<file path="config.mk">
export PLATFORM = sky130hd
export DESIGN_NAME = eis_irq_status
export DESIGN_NICKNAME = d
export VERILOG_FILES = /design/src/shared/eis_pkg.sv /design/src/verilog/eis_irq_status.sv
export VERILOG_INCLUDE_DIRS = /design/src /design/src/shared
export SDC_FILE = /design/constraint.sdc
export NUM_CORES = 1
export LEC_CHECK = 0
export BUFFER_PORTS_ARGS = -buffer_cell sky130_fd_sc_hd__clkbuf_2
export CORE_AREA = 3 3 150 152
export DETAILED_ROUTE_END_ITERATION = 7
export DIE_AREA = 0 0 153 155
export HOLD_SLACK_MARGIN = 0.02
export PLACE_DENSITY = 0.53
export SLEW_MARGIN = 20
export SYNTH_ARGS = -nofsm -noshare
export SYNTH_HDL_FRONTEND = slang
export SYNTH_SLANG_ARGS = --single-unit
</file>
<file path="constraint.sdc">
create_clock -name core_clk_i -period 4.9 [get_ports core_clk_i]
set_clock_uncertainty 0.1 [all_clocks]
set_input_delay 1.225 -clock core_clk_i [delete_from_list [all_inputs] [get_ports core_clk_i]]
set_output_delay 1.225 -clock core_clk_i [all_outputs]
set_load 0.01 [all_outputs]
</file>
<file path="src/shared/eis_cfg.svh">
`ifndef EIS_CFG_SVH
`define EIS_CFG_SVH

// register byte addresses
`define EIS_STATUS_ADDR 32'hf8008024
`define EIS_MASK_ADDR 32'hf8008028
`define EIS_TX64_COUNT_ADDR 32'hf8008118

// status bit positions
`define EIS_BIT_MGMT_DONE 0
`define EIS_BIT_RX_DONE 1
`define EIS_BIT_RX_DESC_OWNED 2
`define EIS_BIT_TX_DESC_OWNED 3
`define EIS_BIT_TX_UNDERRUN 4
`define EIS_BIT_RETRY_LIMIT 5
`define EIS_BIT_TX_BUS_CORRUPT 6
`define EIS_BIT_TX_DONE 7
`define EIS_BIT_RX_OVERRUN 10
`define EIS_BIT_HRESP 11

// reset values and frame size of interest
`define EIS_STATUS_RESET 32'h0000_0000
`define EIS_MASK_RESET 32'h0000_0000
`define EIS_COUNT_RESET 32'h0000_0000
`define EIS_FRAME_LEN_64 14'h0040

`endif

</file>
<file path="src/shared/eis_pkg.sv">
package eis_pkg;

   // one-cycle event pulses from the mac and dma
   typedef struct packed {
      logic mgmt_done;
      logic rx_done;
      logic rx_desc_owned_read;
      logic tx_desc_owned_read;
      logic tx_abort_no_data;
      logic tx_status_wb_overlap;
      logic tx_sop_bus_fault;
      logic retry_limit_hit;
      logic tx_frame_bus_corrupt;
      logic tx_done;
      logic rx_overrun;
      logic hresp_not_ok;
   } eis_events_s;

   // description of the frame that ends with tx_done
   typedef struct packed {
      logic [13:0] len;
      logic is_pause;
      logic had_underrun;
      logic retry_exceeded;
   } eis_tx_frame_s;

   typedef logic [31:0] eis_word_t;

endpackage

</file>
<file path="src/verilog/eis_irq_status.sv">
// Design decision made here: register access over Avalon-MM.
`timescale 1ns/1ps
`include "eis_cfg.svh"

module eis_irq_status (
   // clock and reset
   input wire logic core_clk_i,
   input wire logic reset_i,
   // avalon-mm slave
   input wire logic [31:0] avs_address_i,
   input wire logic avs_read_i,
   input wire logic avs_write_i,
   input wire logic [31:0] avs_writedata_i,
   input wire logic [3:0] avs_byteenable_i,
   output logic [31:0] avs_readdata_o,
   output logic avs_waitrequest_o,
   // event sources
   input wire eis_pkg::eis_events_s events_i,
   input wire eis_pkg::eis_tx_frame_s tx_frame_i,
   // interrupt
   output logic irq_o
);

   eis_pkg::eis_word_t status;
   eis_pkg::eis_word_t mask;
   eis_pkg::eis_word_t next_mask;
   eis_pkg::eis_word_t tx64_count;
   eis_pkg::eis_word_t read_snapshot;
   eis_pkg::eis_word_t next_status;
   eis_pkg::eis_word_t set_vec;
   eis_pkg::eis_word_t clr_vec;
   eis_pkg::eis_word_t be_mask;
   logic rd_take;
   logic wr_take;
   logic good_64;

   function automatic eis_pkg::eis_word_t event_vector(input eis_pkg::eis_events_s ev);
      eis_pkg::eis_word_t v;
      v = 32'h0000_0000;
      v[`EIS_BIT_MGMT_DONE] = ev.mgmt_done;
      v[`EIS_BIT_RX_DONE] = ev.rx_done;
      v[`EIS_BIT_RX_DESC_OWNED] = ev.rx_desc_owned_read;
      v[`EIS_BIT_TX_DESC_OWNED] = ev.tx_desc_owned_read;
      v[`EIS_BIT_TX_UNDERRUN] = ev.tx_abort_no_data
         | ev.tx_status_wb_overlap
         | ev.tx_sop_bus_fault;
      v[`EIS_BIT_RETRY_LIMIT] = ev.retry_limit_hit;
      v[`EIS_BIT_TX_BUS_CORRUPT] = ev.tx_frame_bus_corrupt;
      v[`EIS_BIT_TX_DONE] = ev.tx_done;
      v[`EIS_BIT_RX_OVERRUN] = ev.rx_overrun;
      v[`EIS_BIT_HRESP] = ev.hresp_not_ok;
      return v;
   endfunction

   function automatic eis_pkg::eis_word_t lanes(input logic [3:0] be);
      eis_pkg::eis_word_t m;
      m = 32'h0000_0000;
      for (int i = 0; i < 4; i++) begin
         m[i*8 +: 8] = {8{be[i]}};
      end
      return m;
   endfunction

   // a transfer completes at the edge where waitrequest is seen low
   assign rd_take = avs_read_i && !avs_waitrequest_o;
   assign wr_take = avs_write_i && !avs_waitrequest_o;
   assign be_mask = lanes(avs_byteenable_i);
   assign set_vec = event_vector(events_i);

   // one wait cycle: the snapshot is taken, then handed back
   always_ff @(posedge core_clk_i or posedge reset_i) begin
      if (reset_i) begin
         avs_waitrequest_o <= 1'b1;
      end else if (!avs_waitrequest_o) begin
         avs_waitrequest_o <= 1'b1;
      end else if (avs_read_i || avs_write_i) begin
         avs_waitrequest_o <= 1'b0;
      end
   end

   // readdata stays frozen while the master collects it
   always_ff @(posedge core_clk_i or posedge reset_i) begin
      if (reset_i) begin
         avs_readdata_o <= 32'h0000_0000;
      end else if (avs_read_i && avs_waitrequest_o) begin
         unique case (avs_address_i)
            `EIS_STATUS_ADDR: avs_readdata_o <= status & mask;
            `EIS_MASK_ADDR: avs_readdata_o <= mask;
            `EIS_TX64_COUNT_ADDR: avs_readdata_o <= tx64_count;
            default: avs_readdata_o <= 32'h0000_0000;
         endcase
      end
   end

   always_comb begin
      read_snapshot = avs_readdata_o;
   end

   // only what the master actually saw is cleared; w1c also honoured
   always_comb begin
      clr_vec = 32'h0000_0000;
      if (rd_take && avs_address_i == `EIS_STATUS_ADDR) begin
         clr_vec = read_snapshot;
      end else if (wr_take && avs_address_i == `EIS_STATUS_ADDR) begin
         clr_vec = avs_writedata_i & be_mask;
      end
   end

   // mask update seen by status in the same edge, so a cleared mask
   // bit never leaves a stale status bit or irq behind for one cycle
   always_comb begin
      next_mask = mask;
      if (wr_take && avs_address_i == `EIS_MASK_ADDR) begin
         next_mask = (mask & ~be_mask) | (avs_writedata_i & be_mask);
      end
   end

   // set wins over clear; masked sources never latch
   assign next_status = ((status & ~clr_vec) | set_vec) & next_mask;

   always_ff @(posedge core_clk_i or posedge reset_i) begin
      if (reset_i) begin
         status <= `EIS_STATUS_RESET;
      end else begin
         status <= next_status;
      end
   end

   // registered from the same next value so it tracks status exactly
   always_ff @(posedge core_clk_i or posedge reset_i) begin
      if (reset_i) begin
         irq_o <= 1'b0;
      end else begin
         irq_o <= |next_status;
      end
   end

   always_ff @(posedge core_clk_i or posedge reset_i) begin
      if (reset_i) begin
         mask <= `EIS_MASK_RESET;
      end else begin
         mask <= next_mask;
      end
   end

   assign good_64 = events_i.tx_done && tx_frame_i.len == `EIS_FRAME_LEN_64
      && !tx_frame_i.is_pause
      && !tx_frame_i.had_underrun && !tx_frame_i.retry_exceeded;

   // wraps silently at full scale; no write path by design
   always_ff @(posedge core_clk_i or posedge reset_i) begin
      if (reset_i) begin
         tx64_count <= `EIS_COUNT_RESET;
      end else if (good_64) begin
         tx64_count <= tx64_count + 32'h0000_0001;
      end
   end
endmodule

</file>
==> summary.md <==
| Metric | Value |
|---|---|
| Vias in the first global route | 5508 |
| Top FF cell, synth | dfrtp_1 |
| Remaining global-route overflow | 0 |
| Post-synthesis cell count | 631 |
| Largest net degree at the start of global routing | 72 |
| Wire length of the first global-routing pass | roughly 30000 um |
| Status | completed |
| DIE AREA | approximately 24000 um2 |
| Num rows | 53 |
| Wire length per cell | 17.6 um |
| Worst Tran Pin Value | a little over 900 ps |
| Crit. End Element | flip-flop |
| Post-place setup slack | between 200 and 250 ps |
| CTS tree | built |
| Tot GR Track Use | 0.162 |
| Final setup viols | 0 |
| Detailed placer's ending HPWL | 13400 um |
| Crit Path Category | in -> reg |
| Via density | between 4 and 5 |
| Pre-antenna DRT Iters | 4 |
| Buf+Inv Stages, Crit Path | 1 |
| Core area | 21200 um2 |
| Die Ht | 155 um |
| Min Tclk post-route | between 4000 and 5000 ps |
| Worst Path Max Fanout | 8 |
| CP delay by family, top | simple AND/OR/NAND/NOR gates |
| Synthesized flop and latch total | 130 |
| Ant. Diodes | 0 |
| Initial DRC Count | around 300 |
| Initial Util | 0.301 |
| Slowest CP cell | or4_4 |
| Cell accounting for the most synthesized area | dfrtp_1 |
| # resized after CTS | 0 |
| Max-Cap Viols | 0 |
| P&R area growth vs syn | 26.4% |
| Number of port buffers | between 100 and 150 |
| Setup TNS | 0 ps |
| Antenna violations before repair | 2 |
| H-Tree Depth | 4 |
| Cts bufs inserted | 17 |
| Worst setup SP type | input pin |
| FILL cells | 2142 |
| Mapped Nets | 733 |
| Yosys top cell area share | 0.507 |
| Final Max Slew Viols | 0 |
| Clock Latency Late Sink | between 400 and 500 ps |
| Yosys Warn Count | 0 |
| Distinct cell type count after synthesis | between 50 and 60 |
| Peak Freq | roughly 240 MHz |
| Leakage | 4.13 nW |
| Final setup margin | between 600 and 700 ps |
| DRC violations left | 0 |
| WP data required | 5090 ps |
| CP Cell Sequence | clkbuf_2 > or4b_4 > or4b_4 > or4_4 > mux2_4 > and4_1 > nor4_1 > and4_1 > nand4_1 |
| EDFF count, synth | 0 |
| Most numerous cell in the Yosys netlist | dfrtp_1 |
| Cell area power density | ~300 nW/um2 |
| Sequential share of the synthesized area | 0.511 |
| Hold WS | around 400 ps |
| Final worst-path cycle share | 0.859 |
| CTS clock-pin slew for the worst setup and hold paths | approximately 60 ps |
| Slew HR | 0.389 |
| Placer congestion estimate | 0.808 |
| Placed cell count | ~1000 |
| Via count | between 5000 and 6000 |
| # IOs | around 140 |
| Post-Synthesis Cell Area | 6370 um2 |
| Worst Path Arrival | between 4000 and 5000 ps |
| Setup bufs post-CTS | 0 |
| Synth cell count leaders | dfrtp_1, nand2_1, inv_1 |
| Largest stage delay, worst path | ~650 ps |
| Hold_buf cts | 0 |
| Final Util | 0.381 |
| Detailed-route wire length | 18800 um |
| Clock sink total | 130 |
| Antenna-violating nets left | 0 |
| Die Width | about 150 um |
| Hold crit path type | reg -> reg |
| Non-filler cells, final | around 1100 |
| Share of cells above drive strength 1 | 0.277 |
| VDD IR max | 232 uV |
| RSZ-0062 raised after global routing | false |
| Fraction of registers with async set/reset | 1.00 |
| Final Hold Fails | 0 |
| Max clock buf depth | 2 |
| Fin nets | a little under 900 |
| Largest cells by area after synthesis | dfrtp_1, nand2_1, inv_1 |
| Avg Inst Size Synth | approximately 10 um2 |
| CTS Root Cell | clkbuf_16 |
cell usage in the layout (no fill, tap or decap), types with 11 or more instances in the layout:
| cell type | synthesis | final |
|---|---|---|
| a21o_1 | 28 | 28 |
| a21oi_1 | 32 | 32 |
| and4_1 | 11 | 11 |
| buf_4 | 0 | 23 |
| clkbuf_16 | 0 | 17 |
| clkbuf_2 | 0 | 134 |
| dfrtp_1 | 129 | 129 |
| inv_1 | 58 | 57 |
| mux2i_1 | 18 | 18 |
| nand2_1 | 63 | 62 |
| nand3_1 | 25 | 25 |
| nand4_1 | 11 | 11 |
| nor2_1 | 34 | 34 |
| nor4_1 | 13 | 12 |
| o211ai_1 | 28 | 28 |
| o21ai_0 | 17 | 17 |
| xnor2_1 | 21 | 21 |
| xor2_1 | 11 | 11 |
per-stage QoR:
step                      total power, mW  instance area (um2)
after floorplan                      1.15                 6370
after global placement               1.23                 7500
after detailed placement             1.23                 7500
after CTS                            2.43                 8050
after global routing                 2.49                 8050
final                                2.41                 8050
state kept, by name, indices dropped and copies added (netlist names):
signal / count
avs_readdata_o: 32
avs_waitrequest_o: 1
irq_o: 1
mask: 32
status: 32
tx64_count: 32
layer usage:
layer  GRT usage  wire [um]  share of wire  up-vias
li1            -          -              -     2560
met1       0.234       9190           0.49     2544
met2       0.241       8130           0.43      180
met3      0.0451       1280          0.068       23
met4      0.0390        206          0.011        4
met5           0         27         0.0014        -
power breakdown:
group	switching, mW	leakage, nW	internal (mW)
clock network	0.495	0.269	0.709
logic	0.0782	2.07	0.0452
registers	0.00352	1.79	1.08
cell families (layout without fill, tap and decap cells):
family,count (synthesis),count (layout),share of synthesized area
buffers and inverters,84,248,0.0520
adders and majority gates,1,1,0.00196
DFF,130,130,0.511
xor gates and xnor gates,32,32,0.0440
muxes,32,32,0.0554
and+or+nand+nor,205,205,0.175
AOI/OAI and AO/OA,147,147,0.161
worst paths after layout:
| path | from | endpoint | slack, ps | depth (start not counted) |
|---|---|---|---|---|
| max in group asynchronous | reset_i | avs_waitrequest_o | 2900 | 3 |
| worst max-delay path | avs_address_i[14] | irq_o | 690 | 9 |
| worst min-delay path | avs_readdata_o[16] | avs_readdata_o[16] | 400 | 1 |
| worst min register to register | avs_readdata_o[16] | avs_readdata_o[16] | 400 | 1 |
| worst max register to register | avs_waitrequest_o | irq_o | 2030 | 8 |
| min in group asynchronous | reset_i | status[0] | 890 | 2 |
worst register-to-register path, stage by stage, from the launching register on:
cell	delay [ps]
dfstp_2	410
nor2b_1	190
nand2_1	100
or4_4	640
mux2_4	340
and4_1	190
nor4_1	350
and4_1	320
nand4_1	110
layout make-up:
type,instances,area [um2],share of cell area
Sequential cell,130,3250,0.404
Timing Repair Buffer,158,863,0.107
Tap cell,275,344,0.0427
Clock buffer,19,443,0.0550
Inverter,58,220,0.0274
Multi-Input combinational cell,417,2810,0.349
Clock inverter,13,113,0.0140
Power figures use the tool's default switching activity.
